`config.mk`:
```
export PLATFORM = sky130hd
export DESIGN_NAME = adc_conversion_restart_control
export DESIGN_NICKNAME = d
export VERILOG_FILES = /design/src/rtl/adc_ctrl_pkg.sv /design/src/rtl/adc_conversion_restart_control.sv
export SDC_FILE = /design/constraint.sdc
export NUM_CORES = 1
export LEC_CHECK = 0
export BUFFER_PORTS_ARGS = -buffer_cell sky130_fd_sc_hd__buf_2
export CAP_MARGIN = 20
export CORE_MARGIN = 2
export CORE_UTILIZATION = 55
export DETAILED_ROUTE_END_ITERATION = 16
export PLACE_DENSITY = 0.77
export SLEW_MARGIN = 10
export SYNTH_ARGS = -nofsm -noshare
export SYNTH_HDL_FRONTEND = slang
export SYNTH_SLANG_ARGS = --single-unit
```
`constraint.sdc`:
```
create_clock -name i_clk -period 2.27 [get_ports i_clk]
set_clock_uncertainty 0.15 [all_clocks]
set_input_delay 0.454 -clock i_clk [delete_from_list [all_inputs] [get_ports i_clk]]
set_output_delay 0.454 -clock i_clk [all_outputs]
set_load 0.01 [all_outputs]
```
`src/rtl/adc_ctrl_pkg.sv`:
```
// Package with shared constants and carrier types for the conversion control block.
package adc_ctrl_pkg;

  // ****************************************************************
  // Widths and counts
  // ****************************************************************
  localparam int unsigned RESULT_W   = 8;
  localparam int unsigned NIBBLE_W   = 4;
  localparam int unsigned CODE_STEPS = 256;
  localparam int unsigned SAR_BITS   = 8;
  localparam int unsigned SETTLE_CYC = 2;
  localparam int unsigned CNT_W      = 4;

  // ****************************************************************
  // Reset and start values
  // ****************************************************************
  localparam logic [7:0] RESULT_RST = 8'h00;
  localparam logic [7:0] SAR_TOP    = 8'h80;
  localparam logic [3:0] CNT_ZERO   = 4'h0;

  // Host strobe group, all active low.
  typedef struct packed {
    logic select_n;
    logic start_n;
    logic read_n;
  } host_strobe_s;

  // Sequencer states.
  typedef enum logic [1:0] {
    ST_IDLE   = 2'b00,
    ST_HOLD   = 2'b01,
    ST_SETTLE = 2'b10,
    ST_TRIAL  = 2'b11
  } seq_state_e;

endpackage : adc_ctrl_pkg

```
`src/rtl/adc_conversion_restart_control.sv`:
```
// Conversion sequencer, restart handling, output latch and bus drive of the 8-bit converter.
`timescale 1ns/10ps
`default_nettype none
module adc_conversion_restart_control #(
  parameter int unsigned RES_W  = adc_ctrl_pkg::RESULT_W,
  parameter int unsigned SETTLE = adc_ctrl_pkg::SETTLE_CYC
) (
  input  wire logic                       i_clk,
  input  wire logic                       i_reset,
  input  wire logic                       i_ce,
  input  wire adc_ctrl_pkg::host_strobe_s i_strobe,
  input  wire logic                       i_clk_pin_level,
  input  wire logic                       i_comp_above,
  output logic [RES_W-1:0]                o_trial_code,
  output logic                            o_sample_hold,
  output logic                            o_conversion_done_n,
  output logic [RES_W-1:0]                o_data,
  output logic                            o_data_oe,
  output logic                            o_conv_clk
);
  import adc_ctrl_pkg::*;

  // ****************************************************************
  // Conversion clock conditioning
  // ****************************************************************

  // Schmitt stage: the level only flips after two agreeing samples, so a slow
  // edge that chatters around the threshold yields one clean transition.
  logic       clk_lvl_q,  clk_lvl_d;
  logic       clk_s1_q,   clk_s1_d;
  logic       clk_rise;

  always_comb begin
    clk_s1_d  = i_clk_pin_level;
    clk_lvl_d = clk_lvl_q;
    if (clk_s1_q == i_clk_pin_level) begin
      clk_lvl_d = clk_s1_q;
    end
  end

  // A rise is flagged from the next level so the sequencer acts on it at once.
  assign clk_rise = clk_lvl_d & ~clk_lvl_q;

  always_ff @(posedge i_clk) begin
    if (i_reset) begin
      clk_s1_q  <= 1'b0;
      clk_lvl_q <= 1'b0;
    end else if (i_ce) begin
      clk_s1_q  <= clk_s1_d;
      clk_lvl_q <= clk_lvl_d;
    end
  end

  // ****************************************************************
  // Start strobe detection
  // ****************************************************************

  // The start takes effect on the trailing edge of the select and start pair.
  // Waiting for the trailing edge means a host that holds the pair low for
  // several cycles still launches exactly one conversion, at its release.
  logic wr_act_q, wr_act_d;
  logic start_evt;

  always_comb begin
    wr_act_d  = ~i_strobe.select_n & ~i_strobe.start_n;
    start_evt = wr_act_q & ~wr_act_d;
  end

  // ****************************************************************
  // Successive approximation sequencer
  // ****************************************************************

  // Trial weight of the first step, the most significant bit.
  function automatic logic [RES_W-1:0] top_bit();
    top_bit = {1'b1, {(RES_W-1){1'b0}}};
  endfunction : top_bit

  seq_state_e       st_q,     st_d;
  logic [RES_W-1:0] sar_q,    sar_d;
  logic [RES_W-1:0] bit_q,    bit_d;
  logic [CNT_W-1:0] cnt_q,    cnt_d;
  logic [RES_W-1:0] latch_q,  latch_d;
  logic             done_n_q, done_n_d;
  logic             hold_q,   hold_d;
  logic [RES_W-1:0] data_q,   data_d;
  logic             oe_q,     oe_d;
  logic             fin_q,    fin_d;
  logic [RES_W-1:0] kept;

  // Trials advance on conditioned clock rises; a restart overrides everything.
  // A restart reloads the trial register with the top bit and clears the counter rather than
  // letting the current step finish, so an abort never leaks into the latch.
  always_comb begin
    st_d     = st_q;
    sar_d    = sar_q;
    bit_d    = bit_q;
    cnt_d    = cnt_q;
    latch_d  = latch_q;
    done_n_d = done_n_q;
    hold_d   = hold_q;
    kept     = sar_q;
    fin_d    = 1'b0;
    if (start_evt) begin
      st_d     = ST_HOLD;
      sar_d    = top_bit();
      bit_d    = top_bit();
      cnt_d    = CNT_ZERO;
      done_n_d = 1'b1;
      hold_d   = 1'b1;
    end else if (clk_rise) begin
      case (st_q)
        ST_HOLD: begin
          hold_d = 1'b0;
          st_d   = ST_SETTLE;
        end
        ST_SETTLE: begin
          cnt_d = cnt_q + 1'b1;
          if (cnt_q == CNT_W'(SETTLE - 1)) begin
            st_d  = ST_TRIAL;
            cnt_d = CNT_ZERO;
          end
        end
        ST_TRIAL: begin
          // The trial bit stays only when the input is at or above the trial code.
          if (!i_comp_above) begin
            kept = sar_q & ~bit_q;
          end
          bit_d = bit_q >> 1;
          sar_d = kept | (bit_q >> 1);
          if (bit_q[0]) begin
            latch_d = kept;
            st_d    = ST_IDLE;
            fin_d   = 1'b1;
          end
        end
        default: st_d = ST_IDLE;
      endcase
    end
    // The host taking the select and start pair low withdraws the completion,
    // which is what lets a looped done-to-start wire keep free running going.
    if (wr_act_d) begin
      done_n_d = 1'b1;
    end
    // Done goes low one cycle after the latch was written. A completion that
    // meets the host's clear in the same cycle still shows, so none is lost,
    // but a start event wins because it abandons the result being flagged.
    if (fin_q && !start_evt) begin
      done_n_d = 1'b0;
      sar_d    = '0;
    end
  end

  // Read drive: only while select and read are both low.
  // Released data is parked at zero so a bus model that ignores the enable
  // never sees a stale result; the enable is what a pad ring would use.
  always_comb begin
    oe_d   = ~i_strobe.select_n & ~i_strobe.read_n;
    data_d = oe_d ? latch_q : '0;
  end

  // ****************************************************************
  // State registers
  // ****************************************************************

  // Every register of the sequencer holds still while the clock enable is low,
  // so a frozen block resumes exactly where it stopped.
  always_ff @(posedge i_clk) begin
    if (i_reset) begin
      wr_act_q <= 1'b0;
      fin_q    <= 1'b0;
      st_q     <= ST_IDLE;
      sar_q    <= '0;
      bit_q    <= '0;
      cnt_q    <= CNT_ZERO;
      latch_q  <= RES_W'(RESULT_RST);
      done_n_q <= 1'b1;
      hold_q   <= 1'b0;
      data_q   <= '0;
      oe_q     <= 1'b0;
    end else if (i_ce) begin
      wr_act_q <= wr_act_d;
      fin_q    <= fin_d;
      st_q     <= st_d;
      sar_q    <= sar_d;
      bit_q    <= bit_d;
      cnt_q    <= cnt_d;
      latch_q  <= latch_d;
      done_n_q <= done_n_d;
      hold_q   <= hold_d;
      data_q   <= data_d;
      oe_q     <= oe_d;
    end
  end

  // ****************************************************************
  // Outputs
  // ****************************************************************

  // All outputs come straight from flip-flops.
  // The read path therefore answers one cycle after the strobes fall, which a
  // slow host absorbs easily and a fast one covers with a wait state.
  assign o_trial_code        = sar_q;
  assign o_sample_hold       = hold_q;
  assign o_conversion_done_n = done_n_q;
  assign o_data              = data_q;
  assign o_data_oe           = oe_q;
  assign o_conv_clk          = clk_lvl_q;

endmodule : adc_conversion_restart_control
`default_nettype wire

```
==> results of run 1 <==
layout make-up:
cell class / instances / area share, %
Clock inverter: 2 / 1.78
Sequential cell: 45 / 42.8
Tap cell: 46 / 2.73
Clock buffer: 6 / 2.43
Timing Repair Buffer: 29 / 7.13
Multi-Input combinational cell: 146 / 42.3
Inverter: 5 / 0.891
cells in the final DEF (no fill, tap or decap), types with 7 or more instances in the layout:
cell	synthesis	routed
buf_2	3	27
nand3_1	10	10
o21ai_0	9	9
nand2b_1	8	8
nor2_1	26	26
a221o_1	7	7
a22oi_1	15	15
and3_1	8	8
nand2_1	13	13
a21oi_1	18	18
dfxtp_1	45	45
per-stage QoR:
| step | instance area (sq um) | hold slack, ns |
|---|---|---|
| finish | 2110 | 0.268 |
| global route | 2110 | 0.317 |
| CTS | 2110 | 0.264 |
| detailed placement | 2020 | 0.293 |
| global placement | 2020 | 0.289 |
| floorplan | 1870 | 0.275 |
sequential cells by signal, indices dropped and copies added (netlist names), 2 cells and up:
register,count
bit_q,8
cnt_q,4
latch_q,8
o_data,8
o_trial_code,8
st_q,2
worst register-to-register path: cells and delay by family, from the launching register on:
family	cells	cell delay, ns
simple gates	3	1.21
flops	1	0.35
compound gates	1	0.10
how the worst max path moves through the flow:
| stage | depth (start not counted) | end | slack (ns) | start |
|---|---|---|---|---|
| 4_1_cts | 5 | st_q[1] | 0.42 | cnt_q[0] |
| 6_report | 4 | o_trial_code[4] | 0.43 | o_conv_clk |
| 5_1_grt | 5 | st_q[1] | 0.29 | cnt_q[0] |
| 2_1_floorplan | 6 | st_q[1] | 0.43 | i_ce |
| 3_3_place_gp | 5 | o_trial_code[2] | 0.23 | i_ce |
| 3_5_place_dp | 5 | o_trial_code[4] | 0.18 | i_ce |
power by group through the flow:
stage	clock network, mW	logic [mW]	registers, mW
final	0.516	0.0595	0.799
after global routing	0.560	0.0659	0.800
after CTS	0.526	0.0593	0.799
after detailed placement	0	0.0590	0.816
after global placement	0	0.0583	0.816
after floorplan	0	0.0398	0.816
kinds of logic (layout without fill, tap and decap cells):
family	Yosys count	count (layout)	synth area share [%]
simple gates	80	80	22.0
compound gates	59	59	21.0
flops	45	45	48.1
buf+inv	17	42	4.41
fa+ha+maj	5	5	3.34
mux	2	2	1.13
layer usage:
layer / wire length, um / up-vias / track usage, %
met1: 1730 / 728 / 25.1
met5: 0 / - / 0
met2: 1770 / 33 / 33.4
met4: 36 / 0 / 7.50
li1: - / 799 / -
met3: 144 / 5 / 5.41
==> flow_metrics.py, run 1 <==
metrics = {
    "drt": {
        "via_per_inst": 5.61,
        "routedWlPerCell_um": 13.2,
        "wirelength_um": 3680,
        "drtIter0Drc": 140,
        "ant_nets": 0,
        "vias": 1565,
        "firstDrtPassIters": 5,
        "remaining_drc_errors": 0,
    },
    "timing": {
        "period_minus_slack_ns": 1.84,
        "tightest_slew_ns": 0.594,
        "hold_violations": 0,
        "tns_ns": 0,
        "fmax_mhz": 543,
        "worst_slack_ns": 0.428,
        "period_share_pct": 81.1,
        "finalMaxSlewViolations": 0,
        "setup_viol": 0,
        "max_slew_margin_pct": 60.2,
        "rsz0062_at_grt": "no",
    },
    "place": {
        "gp_congestion": 0.808,
        "port_buffers": 27,
        "placedCellCount": 271,
        "place_ws_ns": 0.183,
        "dp_hpwl_um": 2660,
    },
    "synth": {
        "async_reset_ff_share_pct": 0,
        "seq_area_frac_synth_pct": 48.1,
        "synth_top_area_share_pct": 48.1,
        "synth_edf_count": 0,
        "yosysUniqueCellTypes": 39,
        "synthTopCellsByCount": "dfxtp_1, nor2_1, a21oi_1",
        "yosysMostFrequentCell": "dfxtp_1",
        "synth_cells": 208,
        "syn_nets": 221,
        "synth_flop_cell": "dfxtp_1",
        "synth_area_leaders": "dfxtp_1, a22oi_1, nor2_1",
        "yosysTopAreaCell": "dfxtp_1",
        "syn_area_sq_mm": 0.00187,
        "synth_area_per_cell_sq_um": 9.01,
        "synth_warnings": 0,
        "synth_seq_cells": 45,
    },
    "grt": {
        "grt_usage_pct": 20.1,
        "grt_max_degree": 22,
        "grt_pass1_vias": 1424,
        "grt_pass1_wl_um": 6270,
        "grt-ovfl-total": 0,
        "antenna_found_initial": 0,
    },
    "min_path": {
        "worstHoldPathType": "input pin to register",
        "min_to": "o_conv_clk",
        "hp-start": "i_clk_pin_level",
        "worst_hold_path.num_cells": 3,
    },
    "setup_path": {
        "max_stage_delay_ns": 0.51,
        "cp_cell_sequence": "and4b_1 -> and4_1 -> and3_1 -> a221o_1",
        "crit_slowest_cell": "and4_1",
        "required_ns": 2.43,
        "r2r-end": "o_trial_code[4]",
        "worstPathMaxFanout": 14,
        "crit_path_end_kind": "register",
        "rr_worst_depth": 4,
        "r2r_slack_ns": 0.43,
        "timing.rr.start": "o_conv_clk",
        "start_kind": "register",
        "path_delay_family": "simple AND/OR/NAND/NOR gates",
        "worst-path-buf-inv": 0,
        "path_class": "register to register",
        "cp.arrival_ns": 2.00,
    },
    "power_and_ir_drop": {
        "p_int_mw": 1.08,
        "p_seq_share_pct": 58.1,
        "leakagePower_nw": 0.852,
        "vdd_drop_max_mv": 0.446,
        "p_per_area_mw_per_mm2": 652,
        "p_comb_share_pct": 4.3,
        "swShare_pct": 21.7,
        "switchingPower_uw": 298,
        "p_total_mw": 1.37,
        "p_clk_share_pct": 37.6,
    },
    "clock_network": {
        "cts_buffers": 5,
        "holdBufCountCts": 0,
        "clockBufferDepth": 2,
        "root_buffer": "clkbuf_4",
        "post_cts_resized": 0,
        "clkLatencyLatePin_ns": 0.35,
        "clk_pin_slew_ns": 0.13,
        "post_cts_buffers": 0,
        "cts_max_level": 2,
        "numClockSinks": 45,
        "tritoncts": "done",
    },
    "die": {
        "rows": 21,
        "die_area_sq_mm": 0.00389,
        "start_util_pct": 56.6,
        "chipWidth_um": 62.4,
        "io_pins": 28,
        "coreArea_sq_mm": 0.00331,
        "die_h_um": 62.4,
    },
    "finish": {
        "fillers": 309,
        "regArea_sq_um": 901,
        "drive_gt1_share_pct": 17.6,
        "final_cells": 279,
        "syn2layout_area_growth_pct": 12.4,
        "antennaDiodeCount": 0,
        "fin_nets": 245,
        "fin_util_pct": 63.6,
        "multi_input_area_sq_um": 891,
    },
    "job": {
        "timing.max_cap.violations": 0,
    },
    "run_status": {
        "status": "complete, no violations",
    },
}
(Power assumes the default switching activity.)
==> inputs of run 2 (changes only) <==
- CORE_UTILIZATION: 55 -> 50
- PLACE_DENSITY: 0.77 -> 0.74
- clock period: 2.27 -> 1.5 ns (I/O delays scaled with it)
==> run 2 against run 1 <==
Net effect:
- the run now ends with negative setup slack left
- largest cell class is now multi-input gates
- sequential share of layout area decreased by 5.0 points
- utilization grew 2.7 points
- cell count up 9.3%
- via count rose by 7.9%
- die area rose by 9.3%
- register-to-register slack worse by 0.54 ns
- flip-flop and latch count is the same
==> flow_metrics.py, run 2 (synthesis gave the netlist of run 1 again) <==
metrics = {
    "run_status": {
        "status": "complete, but fails checks",
        "violations": "negative setup slack",
    },
    "finish": {
        "multi_input_area_sq_um": 998,
        "antennaDiodeCount": 0,
        "fillers": 303,
        "fin_nets": 269,
        "final_cell_mix": "dfxtp_1, nor2_1, buf_2",
        "fin_util_pct": 66.3,
        "mostFrequentLayoutCell": "dfxtp_1",
        "drive_gt1_share_pct": 35.8,
        "final_cells": 305,
        "regArea_sq_um": 910,
        "syn2layout_area_growth_pct": 28.6,
        "fin_area_sq_mm": 0.00241,
    },
    "timing": {
        "rsz0062_at_grt": "yes",
        "setup_viol": 23,
        "period_share_pct": 107,
        "max_slew_margin_pct": 64.1,
        "period_minus_slack_ns": 1.61,
        "fmax_mhz": 621,
        "finalMaxSlewViolations": 0,
        "worst_slack_ns": -0.110,
        "holdWs_ns": 0.0922,
        "tightest_slew_ns": 0.536,
        "hold_violations": 0,
        "tns_ns": -1.13,
    },
    "grt": {
        "grt-ovfl-total": 0,
        "grt_max_degree": 20,
        "grt_pass1_vias": 1477,
        "grt_pass1_wl_um": 6790,
        "antenna_found_initial": 0,
        "grt_usage_pct": 20.3,
    },
    "place": {
        "placedCellCount": 293,
        "dpl_cell_area_sq_mm": 0.00219,
        "dp_hpwl_um": 2730,
        "gp_congestion": 0.851,
        "port_buffers": 27,
        "place_ws_ns": -0.298,
    },
    "die": {
        "coreArea_sq_mm": 0.00363,
        "rows": 22,
        "start_util_pct": 51.6,
        "die_area_sq_mm": 0.00425,
        "io_pins": 28,
        "die_h_um": 65.2,
        "chipWidth_um": 65.2,
    },
    "setup_path": {
        "path_class": "register to register",
        "timing.rr.start": "o_conv_clk",
        "crit_path_end_kind": "register",
        "setup.worst_path.start": "o_conv_clk",
        "required_ns": 1.54,
        "start_kind": "register",
        "cp.arrival_ns": 1.65,
        "worstPathMaxFanout": 7,
    },
    "clock_network": {
        "clk_pin_slew_ns": 0.09,
        "cts_buffers": 5,
        "clockBufferDepth": 2,
        "clkLatencyLatePin_ns": 0.30,
        "root_buffer": "clkbuf_8",
        "numClockSinks": 45,
        "cts_max_level": 2,
        "tritoncts": "done",
    },
    "drt": {
        "firstDrtPassIters": 4,
        "via_per_inst": 5.53,
        "wirelength_um": 4070,
        "vias": 1688,
        "remaining_drc_errors": 0,
        "ant_nets": 0,
        "routedWlPerCell_um": 13.3,
        "drtIter0Drc": 93,
    },
    "power_and_ir_drop": {
        "p_total_mw": 2.11,
        "p_per_area_mw_per_mm2": 874,
        "vdd_drop_max_mv": 0.636,
        "leakagePower_nw": 0.973,
    },
    "min_path": {
        "worstHoldPathType": "input pin to register",
        "hp-start": "i_reset",
    },
    "job": {
        "timing.max_cap.violations": 0,
    },
}
[run 2: worst max-delay path, stage by stage (launching register included)]
cell     delay, ns
dfxtp_2       0.35
and4b_4       0.37
nand2_2       0.07
and3b_2       0.26
a221o_1       0.30
[run 2: layout make-up]
cell class	instances	area share (%)
Clock buffer	5	2.86
Clock inverter	3	1.04
Inverter	5	0.779
Multi-Input combinational cell	147	41.4
Sequential cell	45	37.7
Tap cell	48	2.49
Timing Repair Buffer	52	13.7
[run 2: report_power, final]
part           switching [mW]  internal (mW)
clock                   0.439          0.337
combinational          0.0697         0.0536
sequential            0.00725           1.20
[run 2: metal layers]
layer  track usage (%)  wire [um]
met4              6.77         70
met3              5.31        218
met5                 0          0
met2              32.0       1910
met1              27.1       1870
[run 2: worst paths after layout]
kind / to / slack [ns] / cells after the start
worst min register to register: latch_q[7] / 0.31 / 2
worst max register to register: o_trial_code[3] / -0.11 / 4
worst min-delay path: bit_q[7] / 0.09 / 2
worst max-delay path: o_trial_code[3] / -0.11 / 4
[run 2: timing repair]
action	CTS	global route
setup endpoints to repair	29	28
pin swaps	4	1
hold buffers	0	0
buffers inserted	1	2
cloned	1	0
resized for setup	10	19
==> inputs of run 3 (changes only) <==
- REMOVE_ABC_BUFFERS: not set -> 1
==> run 3 against run 2 <==
Net effect:
- the flow still finishes with violations (negative setup slack)
- cell count is 0.98% higher
- sequential power barely moved
- critical path depth grew 1
- clock power fell by 0.5%
- via count is 0.95% lower
- wire length grew 7.6%
- critical path type unchanged
- critical endpoint is now o_trial_code[2]
==> flow_metrics.py, run 3 (synthesis gave the netlist of run 1 again) <==
metrics = {
    "run_status": {
        "status": "complete, but fails checks",
        "violations": "negative setup slack",
    },
    "grt": {
        "antenna_found_initial": 0,
        "grt_max_degree": 17,
        "grt_usage_pct": 21.9,
        "grt-ovfl-total": 0,
        "grt_pass1_wl_um": 7220,
        "grt_pass1_vias": 1615,
    },
    "timing": {
        "worst_slack_ns": -0.150,
        "max_slew_margin_pct": 75.7,
        "tightest_slew_ns": 0.363,
        "period_minus_slack_ns": 1.65,
        "rsz0062_at_grt": "yes",
        "tns_ns": -2.61,
        "fmax_mhz": 606,
        "period_share_pct": 110,
        "finalMaxSlewViolations": 0,
        "setup_viol": 28,
        "hold_violations": 0,
    },
    "drt": {
        "firstDrtPassIters": 4,
        "ant_nets": 0,
        "wirelength_um": 4380,
        "vias": 1672,
        "remaining_drc_errors": 0,
        "via_per_inst": 5.43,
        "routedWlPerCell_um": 14.2,
        "drtIter0Drc": 89,
    },
    "setup_path": {
        "max_stage_delay_ns": 0.35,
        "start_kind": "register",
        "crit_slowest_cell": "and4b_2",
        "crit_path_end_kind": "register",
        "worstPathMaxFanout": 7,
        "cp.arrival_ns": 1.70,
        "cp_cell_sequence": "and4b_2 -> buf_6 -> nand2_4 -> and3b_2 -> a221o_1",
        "r2r_slack_ns": -0.15,
        "required_ns": 1.55,
        "path_class": "register to register",
    },
    "die": {
        "die_area_sq_mm": 0.00425,
        "die_h_um": 65.2,
        "chipWidth_um": 65.2,
        "coreArea_sq_mm": 0.00363,
        "start_util_pct": 51.6,
        "io_pins": 28,
        "rows": 22,
    },
    "clock_network": {
        "clockBufferDepth": 2,
        "cts_buffers": 5,
        "cts_max_level": 2,
        "numClockSinks": 45,
        "tritoncts": "done",
        "clkLatencyLatePin_ns": 0.30,
        "clk_pin_slew_ns": 0.09,
        "root_buffer": "clkbuf_8",
    },
    "job": {
        "timing.max_cap.violations": 0,
    },
    "place": {
        "dp_hpwl_um": 2870,
        "port_buffers": 27,
        "place_ws_ns": -0.277,
        "gp_congestion": 0.823,
        "placedCellCount": 296,
    },
    "power_and_ir_drop": {
        "leakagePower_nw": 1.02,
        "vdd_drop_max_mv": 0.737,
        "p_per_area_mw_per_mm2": 817,
    },
    "finish": {
        "fin_nets": 272,
        "antennaDiodeCount": 0,
        "final_cells": 308,
        "fin_util_pct": 71.1,
        "regArea_sq_um": 906,
        "fillers": 286,
        "mostFrequentLayoutCell": "dfxtp_1",
        "multi_input_area_sq_mm": 0.00114,
        "syn2layout_area_growth_pct": 37.9,
        "final_cell_mix": "dfxtp_1, buf_2, nor2_1",
        "drive_gt1_share_pct": 43.8,
    },
    "min_path": {
        "worstHoldPathType": "input pin to register",
    },
}
## run 3: path summary, 6_finish.rpt
| path | endpoint | cells past startpoint | start |
|---|---|---|---|
| max reg2reg | o_trial_code[2] | 5 | o_conv_clk |
| max | o_trial_code[2] | 5 | o_conv_clk |
| min reg2reg | latch_q[6] | 2 | latch_q[6] |
| min | o_conv_clk | 3 | i_clk_pin_level |
## run 3: through the flow
step                hold slack [ns]  power [mW]  instance area, sq um
floorplan                     0.219        1.27                  1810
global placement              0.291        1.35                  2190
detailed placement            0.295        1.35                  2190
CTS                           0.155        2.11                  2440
global route                  0.180        2.20                  2580
finish                        0.161        2.11                  2580
## run 3: final cells by class
cell class | count | share of cell area, %
clock buffers | 5 | 2.66
clock inverters | 3 | 0.968
inverters | 5 | 0.726
multi-input cells | 146 | 44.0
flip-flops and latches | 45 | 35.0
well taps | 48 | 2.32
repair buffers | 56 | 14.2
## run 3: power breakdown
part | leakage, nW | switching (mW) | internal, mW | total (mW)
logic | 0.606 | 0.0767 | 0.0557 | 0.132
clock network | 0.0447 | 0.434 | 0.336 | 0.771
registers | 0.365 | 0.00677 | 1.20 | 1.21
## run 3: layer usage
layer	track usage, %	part of all wire, %	wire (um)	up-vias
met2	37.1	50	2200	40
met4	8.59	1.2	53	0
li1	-	-	-	854
met1	27.6	44	1910	771
met3	3.77	5.0	219	7
met5	0	0	0	-
## run 3: critical path, delay by kind of cell, from the launching register on
| family | cells | cell delay, ns |
|---|---|---|
| compound gates | 1 | 0.30 |
| buf+inv | 1 | 0.12 |
| flops | 1 | 0.33 |
| simple gates | 3 | 0.65 |
## run 3: repair_timing
action / CTS / global route
hold buffers: 0 / 0
setup buffers: 2 / 3
gates resized for setup: 36 / 29
pin swaps: 22 / 12
endpoints found under the setup margin: 28 / 35
